`src/hdl/ucp_cfg.svh`:
```
// offsets, field positions, reset values and timing counts for the unary/compare/irq op unit
// assumes an 8-bit register space and a 16-bit program counter
`ifndef UCP_CFG_SVH
`define UCP_CFG_SVH

// register addresses inside the 8-bit register space
`define UCP_FLAGS_ADDR 8'hD5
`define UCP_SYSMODE_ADDR 8'hDE
// base of the sixteen working registers
`define UCP_WREG_BASE 8'hC0

// condition flag bit positions
`define UCP_FLAG_C 7
`define UCP_FLAG_Z 6
`define UCP_FLAG_S 5
`define UCP_FLAG_V 4
// global interrupt enable bit in the system mode register
`define UCP_GIE_BIT 3

// reset values
`define UCP_FLAGS_RST 8'h00
`define UCP_SYSMODE_RST 8'h00
`define UCP_PC_RST 16'h0000

// opcodes
`define UCP_OP_CARRY_INV 8'hEF
`define UCP_OP_IRQ_DIS 8'h8F
`define UCP_OP_IRQ_EN 8'h9F
`define UCP_OP_IDLE 8'h6F
`define UCP_OP_DEC_R 8'h00
`define UCP_OP_DEC_IR 8'h01
`define UCP_OP_INC_R 8'h20
`define UCP_OP_INC_IR 8'h21
`define UCP_OP_COM_R 8'h60
`define UCP_OP_COM_IR 8'h61
`define UCP_OP_CLR_R 8'hB0
`define UCP_OP_CLR_IR 8'hB1
`define UCP_OP_CP_RR 8'hA2
`define UCP_OP_CP_RIR 8'hA3
`define UCP_OP_CP_FF 8'hA4
`define UCP_OP_CP_FIR 8'hA5
`define UCP_OP_CP_FIM 8'hA6
// low nibble of the one-byte working register increment
`define UCP_INC_W_NIB 4'hE

// sign boundaries for overflow detection
`define UCP_MAX_POS 8'h7F
`define UCP_MIN_NEG 8'h80

// cycle counts of each instruction
`define UCP_CYC_SHORT 3'h4
`define UCP_CYC_LONG 3'h6

`endif

```
`src/hdl/ucp_pkg.sv`:
```
// types shared by the unary/compare/irq op unit
// assumes ucp_cfg.svh for all numeric constants
package ucp_pkg;

  // sequencer steps of one instruction
  typedef enum logic [2:0] {
    ST_FETCH,
    ST_OPND1,
    ST_PTR,
    ST_SRC,
    ST_OPND2,
    ST_EXEC,
    ST_PAD,
    ST_IDLE
  } ucp_state_t;

  // software register port request
  typedef struct packed {
    logic [7:0] addr;
    logic [7:0] wdata;
    logic we;
    logic re;
  } ucp_bus_req_t;

  // register file write/read port driven by the unit
  typedef struct packed {
    logic [7:0] addr;
    logic [7:0] wdata;
    logic we;
  } ucp_rf_port_t;

  // complete state of the unit
  typedef struct packed {
    ucp_state_t st;
    logic [15:0] pc;
    logic [15:0] ret_pc;
    logic [7:0] op;
    logic [7:0] b1;
    logic [7:0] aux;
    logic [7:0] dval;
    logic [7:0] sval;
    logic [7:0] daddr;
    logic [2:0] cnt;
    logic [2:0] len;
    logic [7:0] flags;
    logic [7:0] sysmode;
    logic [7:0] rdata;
  } ucp_core_t;

endpackage

```
`src/hdl/ucp_core.sv`:
```
// execution unit for carry invert, clear, complement, compare, decrement, increment,
// global irq disable/enable and idle; assumes a register file with combinational read
// and a program memory with combinational read at pm_addr_o, all on clk_i
//
// Behaviour
// - EF toggles carry only, four cycles
// - clear writes zero, no flag change
// - complement inverts destination, 60 and 61
// - complement sets Z,S; clears V; keeps C
// - compare updates flags, writes no operand
// - compare carry is borrow; Z,S from difference
// - compare overflow from operand and result signs
// - compare four cycles register form, else six
// - decrement subtracts one, 00 and 01
// - decrement overflow only 80 to 7F
// - inc/dec set Z,S; keep carry
// - 8F clears global enable bit three
// - disabled requests stay pending, no vectoring
// - 9F sets global enable bit three
// - pending request serviced after re-enable
// - 6F gates cpu clock, oscillator runs
// - idle left on request or reset
// - increment adds one, rE 20 21
// - increment overflow only 7F to 80
// - flag register readable at D5
`timescale 1ns/1ps
`default_nettype none
`include "ucp_cfg.svh"

module ucp_core #(
  parameter logic [7:0] WREG_BASE = `UCP_WREG_BASE
) (
  input wire logic clk_i,
  input wire logic reset_n_i,
  input wire logic ce_i,
  input wire ucp_pkg::ucp_bus_req_t bus_req_i,
  output logic [7:0] bus_rdata_o,
  output logic [15:0] pm_addr_o,
  input wire logic [7:0] pm_data_i,
  output ucp_pkg::ucp_rf_port_t rf_o,
  input wire logic [7:0] rf_rdata_i,
  input wire logic irq_req_i,
  input wire logic [15:0] irq_vector_i,
  output logic irq_ack_o,
  output logic [15:0] ret_pc_o,
  output logic cpu_clk_en_o,
  output logic [7:0] sysmode_o
);

  // working registers must sit on a sixteen-byte boundary
  if (WREG_BASE[3:0] != 4'h0)
  begin : g_chk
    $error("WREG_BASE must be sixteen-byte aligned");
  end

  ucp_pkg::ucp_core_t q, d;
  logic irq_take;
  ucp_pkg::ucp_rf_port_t rf_v;

  // internal flag and mode registers shadow their addresses on reads
  function automatic logic [7:0] map_f(input logic [7:0] a, input logic [7:0] fl,
                                       input logic [7:0] sm, input logic [7:0] ext);
    if (a == `UCP_FLAGS_ADDR)
    begin
      return fl;
    end
    else if (a == `UCP_SYSMODE_ADDR)
    begin
      return sm;
    end
    return ext;
  endfunction

  function automatic logic [7:0] wreg_f(input logic [3:0] n);
    return WREG_BASE | {4'h0, n};
  endfunction

  // vector only at an instruction boundary with global enable set
  assign irq_take = (q.st == ucp_pkg::ST_FETCH) && q.sysmode[`UCP_GIE_BIT] && irq_req_i;

  // next-state logic
  always_comb
  begin
    logic [7:0] res;
    logic [8:0] diff;
    logic wr;
    logic last;
    res = 8'h00;
    diff = 9'h000;
    wr = 1'b0;
    d = q;
    rf_v = '{addr: 8'h00, wdata: 8'h00, we: 1'b0};
    last = (q.cnt == (q.len - 3'h1));
    d.rdata = 8'h00;
    // software port: flag register at its own address, read data one cycle later
    if (bus_req_i.re)
    begin
      d.rdata = map_f(bus_req_i.addr, q.flags, q.sysmode, 8'h00);
    end
    if (bus_req_i.we)
    begin
      if (bus_req_i.addr == `UCP_FLAGS_ADDR)
      begin
        d.flags = bus_req_i.wdata;
      end
      else if (bus_req_i.addr == `UCP_SYSMODE_ADDR)
      begin
        d.sysmode = bus_req_i.wdata;
      end
    end
    if (q.st != ucp_pkg::ST_FETCH && q.st != ucp_pkg::ST_IDLE)
    begin
      d.cnt = q.cnt + 3'h1;
    end
    case (q.st)
      ucp_pkg::ST_FETCH:
      begin
        if (irq_take)
        begin
          // return address is the byte after the last instruction, idle included
          d.ret_pc = q.pc;
          d.pc = irq_vector_i;
          d.sysmode[`UCP_GIE_BIT] = 1'b0;
        end
        else
        begin
          d.op = pm_data_i;
          d.pc = q.pc + 16'h0001;
          d.cnt = 3'h1;
          d.len = `UCP_CYC_SHORT;
          d.st = ucp_pkg::ST_PAD;
          case (pm_data_i)
            `UCP_OP_CARRY_INV: d.flags[`UCP_FLAG_C] = ~q.flags[`UCP_FLAG_C];
            `UCP_OP_IRQ_DIS: d.sysmode[`UCP_GIE_BIT] = 1'b0;
            `UCP_OP_IRQ_EN: d.sysmode[`UCP_GIE_BIT] = 1'b1;
            `UCP_OP_DEC_R, `UCP_OP_DEC_IR, `UCP_OP_INC_R, `UCP_OP_INC_IR,
            `UCP_OP_COM_R, `UCP_OP_COM_IR, `UCP_OP_CLR_R, `UCP_OP_CLR_IR,
            `UCP_OP_CP_RR:
              d.st = ucp_pkg::ST_OPND1;
            `UCP_OP_CP_RIR, `UCP_OP_CP_FF, `UCP_OP_CP_FIR, `UCP_OP_CP_FIM:
            begin
              d.st = ucp_pkg::ST_OPND1;
              d.len = `UCP_CYC_LONG;
            end
            default:
            begin
              // one-byte increment of a working register
              if (pm_data_i[3:0] == `UCP_INC_W_NIB)
              begin
                rf_v.addr = wreg_f(pm_data_i[7:4]);
                d.daddr = rf_v.addr;
                d.dval = map_f(rf_v.addr, q.flags, q.sysmode, rf_rdata_i);
                d.st = ucp_pkg::ST_EXEC;
              end
            end
          endcase
        end
      end
      ucp_pkg::ST_OPND1:
      begin
        d.b1 = pm_data_i;
        d.pc = q.pc + 16'h0001;
        d.st = ucp_pkg::ST_EXEC;
        case (q.op)
          `UCP_OP_CP_RR, `UCP_OP_CP_RIR:
          begin
            rf_v.addr = wreg_f(pm_data_i[7:4]);
            d.daddr = rf_v.addr;
            d.dval = map_f(rf_v.addr, q.flags, q.sysmode, rf_rdata_i);
            d.st = ucp_pkg::ST_PTR;
          end
          `UCP_OP_CP_FF:
          begin
            rf_v.addr = pm_data_i;
            d.sval = map_f(rf_v.addr, q.flags, q.sysmode, rf_rdata_i);
            d.st = ucp_pkg::ST_OPND2;
          end
          `UCP_OP_CP_FIR:
          begin
            rf_v.addr = pm_data_i;
            d.aux = map_f(rf_v.addr, q.flags, q.sysmode, rf_rdata_i);
            d.st = ucp_pkg::ST_SRC;
          end
          `UCP_OP_CP_FIM:
          begin
            rf_v.addr = pm_data_i;
            d.daddr = pm_data_i;
            d.dval = map_f(rf_v.addr, q.flags, q.sysmode, rf_rdata_i);
            d.st = ucp_pkg::ST_OPND2;
          end
          default:
          begin
            // unary ops: odd opcode is register-indirect
            rf_v.addr = pm_data_i;
            if (q.op[0])
            begin
              d.aux = map_f(rf_v.addr, q.flags, q.sysmode, rf_rdata_i);
              d.st = ucp_pkg::ST_PTR;
            end
            else
            begin
              d.daddr = pm_data_i;
              d.dval = map_f(rf_v.addr, q.flags, q.sysmode, rf_rdata_i);
            end
          end
        endcase
      end
      ucp_pkg::ST_PTR:
      begin
        d.st = ucp_pkg::ST_EXEC;
        case (q.op)
          `UCP_OP_CP_RR:
          begin
            rf_v.addr = wreg_f(q.b1[3:0]);
            d.sval = map_f(rf_v.addr, q.flags, q.sysmode, rf_rdata_i);
          end
          `UCP_OP_CP_RIR:
          begin
            rf_v.addr = wreg_f(q.b1[3:0]);
            d.aux = map_f(rf_v.addr, q.flags, q.sysmode, rf_rdata_i);
            d.st = ucp_pkg::ST_SRC;
          end
          default:
          begin
            rf_v.addr = q.aux;
            d.daddr = q.aux;
            d.dval = map_f(rf_v.addr, q.flags, q.sysmode, rf_rdata_i);
          end
        endcase
      end
      ucp_pkg::ST_SRC:
      begin
        rf_v.addr = q.aux;
        d.sval = map_f(rf_v.addr, q.flags, q.sysmode, rf_rdata_i);
        d.st = (q.op == `UCP_OP_CP_FIR) ? ucp_pkg::ST_OPND2 : ucp_pkg::ST_EXEC;
      end
      ucp_pkg::ST_OPND2:
      begin
        d.pc = q.pc + 16'h0001;
        d.st = ucp_pkg::ST_EXEC;
        if (q.op == `UCP_OP_CP_FIM)
        begin
          d.sval = pm_data_i;
        end
        else
        begin
          rf_v.addr = pm_data_i;
          d.daddr = pm_data_i;
          d.dval = map_f(rf_v.addr, q.flags, q.sysmode, rf_rdata_i);
        end
      end
      ucp_pkg::ST_EXEC:
      begin
        case (q.op)
          `UCP_OP_DEC_R, `UCP_OP_DEC_IR:
          begin
            res = q.dval - 8'h01;
            wr = 1'b1;
            d.flags[`UCP_FLAG_V] = (q.dval == `UCP_MIN_NEG);
          end
          `UCP_OP_COM_R, `UCP_OP_COM_IR:
          begin
            res = ~q.dval;
            wr = 1'b1;
            d.flags[`UCP_FLAG_V] = 1'b0;
          end
          `UCP_OP_CLR_R, `UCP_OP_CLR_IR:
          begin
            res = 8'h00;
            wr = 1'b1;
          end
          `UCP_OP_CP_RR, `UCP_OP_CP_RIR, `UCP_OP_CP_FF, `UCP_OP_CP_FIR, `UCP_OP_CP_FIM:
          begin
            // flags only, operands untouched
            diff = {1'b0, q.dval} - {1'b0, q.sval};
            res = diff[7:0];
            d.flags[`UCP_FLAG_C] = diff[8];
            d.flags[`UCP_FLAG_V] = (q.dval[7] != q.sval[7]) && (diff[7] == q.sval[7]);
          end
          default:
          begin
            res = q.dval + 8'h01;
            wr = 1'b1;
            d.flags[`UCP_FLAG_V] = (q.dval == `UCP_MAX_POS);
          end
        endcase
        if (wr)
        begin
          rf_v.addr = q.daddr;
          rf_v.wdata = res;
          if (q.daddr == `UCP_FLAGS_ADDR)
          begin
            d.flags = res;
          end
          else if (q.daddr == `UCP_SYSMODE_ADDR)
          begin
            d.sysmode = res;
          end
          else
          begin
            rf_v.we = 1'b1;
          end
        end
        // zero and sign follow the result; clear leaves all flags alone
        if (q.op != `UCP_OP_CLR_R && q.op != `UCP_OP_CLR_IR)
        begin
          d.flags[`UCP_FLAG_Z] = (res == 8'h00);
          d.flags[`UCP_FLAG_S] = res[7];
        end
        d.st = last ? ucp_pkg::ST_FETCH : ucp_pkg::ST_PAD;
      end
      ucp_pkg::ST_PAD:
      begin
        // hold until the instruction has used its full cycle count
        if (last)
        begin
          d.st = (q.op == `UCP_OP_IDLE) ? ucp_pkg::ST_IDLE : ucp_pkg::ST_FETCH;
        end
      end
      ucp_pkg::ST_IDLE: d.st = irq_req_i ? ucp_pkg::ST_FETCH : ucp_pkg::ST_IDLE;
      default:
      begin
        d.st = ucp_pkg::ST_FETCH;
      end
    endcase
  end

  // state register, frozen while ce_i is low
  always_ff @(posedge clk_i or negedge reset_n_i)
  begin
    if (!reset_n_i)
    begin
      q <= '{st: ucp_pkg::ST_FETCH, pc: `UCP_PC_RST, ret_pc: `UCP_PC_RST,
             flags: `UCP_FLAGS_RST, sysmode: `UCP_SYSMODE_RST, default: '0};
    end
    else if (ce_i)
    begin
      q <= d;
    end
  end

  // outputs
  assign pm_addr_o = q.pc;
  assign rf_o = '{addr: rf_v.addr, wdata: rf_v.wdata, we: rf_v.we && ce_i};
  assign irq_ack_o = irq_take && ce_i;
  assign ret_pc_o = q.ret_pc;
  assign cpu_clk_en_o = (q.st != ucp_pkg::ST_IDLE);
  assign sysmode_o = q.sysmode;
  assign bus_rdata_o = q.rdata;

  wire fetch_go = ce_i && (q.st == ucp_pkg::ST_FETCH) && !irq_take;
  wire is_cp = (q.op[7:4] == 4'hA) && (q.op[3:0] >= 4'h2) && (q.op[3:0] <= 4'h6);
endmodule

`default_nettype wire

```
`config.mk`:
```
export PLATFORM = sky130hd
export DESIGN_NAME = ucp_core
export DESIGN_NICKNAME = d
export VERILOG_FILES = /design/src/hdl/ucp_pkg.sv /design/src/hdl/ucp_core.sv
export VERILOG_INCLUDE_DIRS = /design/src /design/src/hdl
export SDC_FILE = /design/constraint.sdc
export NUM_CORES = 1
export LEC_CHECK = 0
export ABC_AREA = 1
export BUFFER_PORTS_ARGS = -buffer_cell sky130_fd_sc_hd__clkbuf_2
export CAP_MARGIN = 40
export CORE_ASPECT_RATIO = 0.7
export CORE_MARGIN = 2
export CORE_UTILIZATION = 35
export CTS_CLUSTER_SIZE = 28
export DETAILED_ROUTE_END_ITERATION = 12
export GPL_ROUTABILITY_DRIVEN = 0
export PLACE_DENSITY_LB_ADDON = 0.05
export SYNTH_ARGS = -nofsm -noshare
export SYNTH_HDL_FRONTEND = slang
export SYNTH_SLANG_ARGS = --single-unit
```
`constraint.sdc`:
```
create_clock -name clk_i -period 3.6 [get_ports clk_i]
set_input_delay 0.54 -clock clk_i [delete_from_list [all_inputs] [get_ports clk_i]]
set_output_delay 0.54 -clock clk_i [all_outputs]
set_load 0.005 [all_outputs]
```
==> reports/results.ini <==
[yosys]
yosysSeqAreaShare = 0.325
yosysWarningCount = 0
synth_edf_count = 0
syn_nets = 1316
synth.avg_cell_area_um2 = 6.69
netlist_area_mm2 = 0.00831
syn_inst = 1242
asyncSetResetFlopFracSynth = 1.00
ys_ff_latch = 108
synth_top_flop_cell = dfrtp_1
synth_cell_type_count = 47

[run_status]
outcome = finished clean

[layout]
layout_commonest_cell = nand2_1
nets = 1387
layout_common_cells = nand2_1, inv_1, o21ai_0
final_cell_area_mm2 = 0.00936
drive_above_1_share = 0.145
nFillCells = 2586
antenna_cells = 0
synthToLayoutAreaGrowth_pct = 12.6

[worst_setup_path]
crit_path_end_kind = output pin
crit_start = q[70]
crit_arrival_ns = 2.83
worst-r2r-cell-count = 13
r2r_end = q[34]
crit_end = rf_o[0]
worstPathCellList = inv_2 > nand2_2 > nor2_2 > o21ai_4 > nand2_4 > nor2_4 > inv_1 > nor2_1 > clkbuf_2
slowest_stage = dfrtp_1
critPathKind = flop to output pin
startpoint_type = flop
critical_path_buf_inv_count = 3
slowest_delay_ns = 0.45
cp.depth = 9
r2r_start = q[111]
r2r_setup_slack_ns = 0.73
path_max_fanout = 16
cp_top_family = simple AND/OR/NAND/NOR gates
required_ns = 3.06

[timing]
tightest_slew_ns = 0.759
fmax_mhz = 297
finalSetupViolCount = 0
layout_min_cycle_time_ns = 3.37
fin_crit_sh = 0.936
maxSlewViolCount = 0
tns_ns = 0
clock_skew_ns = 0.0122
maxSlewHeadroom = 0.490
hold_violations = 0
rsz0062_at_grt = false

[die]
io_pins = 121
die_x_um = 188
initial_utilization = 0.354
die_height_um = 133
design.die.area_mm2 = 0.0250
rows = 47
coreArea_mm2 = 0.0235

[global_routing]
overflow = 0
first_global_vias = 7791
busiest_layer = met1
grt_first_pass_wirelength_um = 47400
use_met2 = 0.309
grtUsageTotal = 0.248
grtUsageMet1 = 0.417
grt_use_met3 = 0.0592
grt_max_degree = 57
antenna_found_initial = 1

[clock_tree]
post_cts_resized = 0
numCtsBuffers = 9
htreeDepth = 3
clockBufferDepth = 2
insertion_delay_ns = 0.37
cts.clk_slew.worst_paths_ns = 0.08
cts_tree = yes
root_buffer = clkbuf_16
clock-sinks = 108

[route]
vias = 8713
first_pass_iters = 8
vias_per_cell = 5.33
routed_wl_um = 30900
ant_nets = 0
drt-initial-drc-count = 930
wire_per_inst_um = 18.9
drc = 0

[placement]
portBuffers = 120
hpwl_um = 24100
place_area_mm2 = 0.00898

[min_path]
hold_path_class = primary input to async pin

[power_and_ir_drop]
vdd_drop_max_mv = 0.309
p_leak_nw = 4.69
p_per_area_mw_per_mm2 = 813

[run]
drv_cap = 0

## Yosys cell counts, drive strengths merged, types with 6 or more instances
cell type,count,area [um^2]
o211ai,13,97.6
nor4,6,37.5
nand3b,7,52.6
ha,18,225
clkbuf,28,105
a21oi,73,369
nor3,27,140
o2111ai,9,78.8
xor2,13,114
nand3,68,340
o21ai,161,817
inv,162,608
nor2,115,469
buf,61,450
dfrtp,108,2700
o22ai,31,194
nand2,291,1110
nand4,15,100
## routing by layer
metal  vias up  part of all wire
met5         -                 0
met4         0            0.0070
met3        21             0.097
met2       384              0.38
met1      4081              0.52
li1       4227                 -
## metrics by stage
stage	std cells	power, mW	hold WS, ns	utilization	setup WS (ns)
CTS	1633	7.56	0.262	0.398	0.0837
detailed placement	1617	6.32	0.467	0.383	0.488
finish	1636	7.61	0.224	0.399	0.231
global route	1636	8.24	0.281	0.399	0.0421
floorplan	1242	5.03	0.244	-	0.874
global placement	1616	6.36	0.468	0.382	0.530
## cell type report
class	instances	area (um^2)	area share
Multi-Input combinational cell	883	4450	0.475
Sequential cell	108	2700	0.289
Clock buffer	12	256	0.0274
Inverter	162	608	0.0650
Timing Repair Buffer	149	853	0.0912
Clock inverter	4	95.1	0.0102
Tap cell	318	398	0.0425
## repair_timing
action                     in CTS  in global routing
hold endpoints to repair        0                  0
hold buffers                    0                  0
setup endpoints to repair       0                 12
buffers inserted                0                  3
## cell families (layout without fill, tap and decap cells)
logic type | after synthesis | after routing | share of synthesized area
adder cells (fa/ha/maj) | 20 | 20 | 0.0319
buffers and inverters | 251 | 327 | 0.140
AND/OR/NAND/NOR | 536 | 536 | 0.276
multiplexers | 1 | 1 | 0.00135
flip-flops | 108 | 108 | 0.325
AO/OA/AOI/OAI | 312 | 312 | 0.211
XOR/XNOR | 14 | 14 | 0.0148
## flip-flops by register name, indices dropped and copies added (netlist names)
register,count
q,60
pm_addr_o,16
ret_pc_o,16
sysmode_o,8
bus_rdata_o,8
## worst min path at each step
| stage | end | slack (ns) | depth (start not counted) |
|---|---|---|---|
| after global placement | ret_pc_o[8] | 0.47 | 2 |
| after global routing | ret_pc_o[5] | 0.28 | 1 |
| after detailed placement | q[43] | 0.47 | 2 |
| after CTS | ret_pc_o[3] | 0.26 | 1 |
| after floorplan | bus_rdata_o[0] | 0.24 | 0 |
| final | ret_pc_o[3] | 0.22 | 1 |
## power by group
group | switching (mW) | total, mW | internal [mW]
Combinational | 2.81 | 4.25 | 1.44
Clock | 0.485 | 1.20 | 0.718
Sequential | 0.458 | 2.16 | 1.70
Total | 3.75 | 7.61 | 3.86
Power figures use the tool's default switching activity.
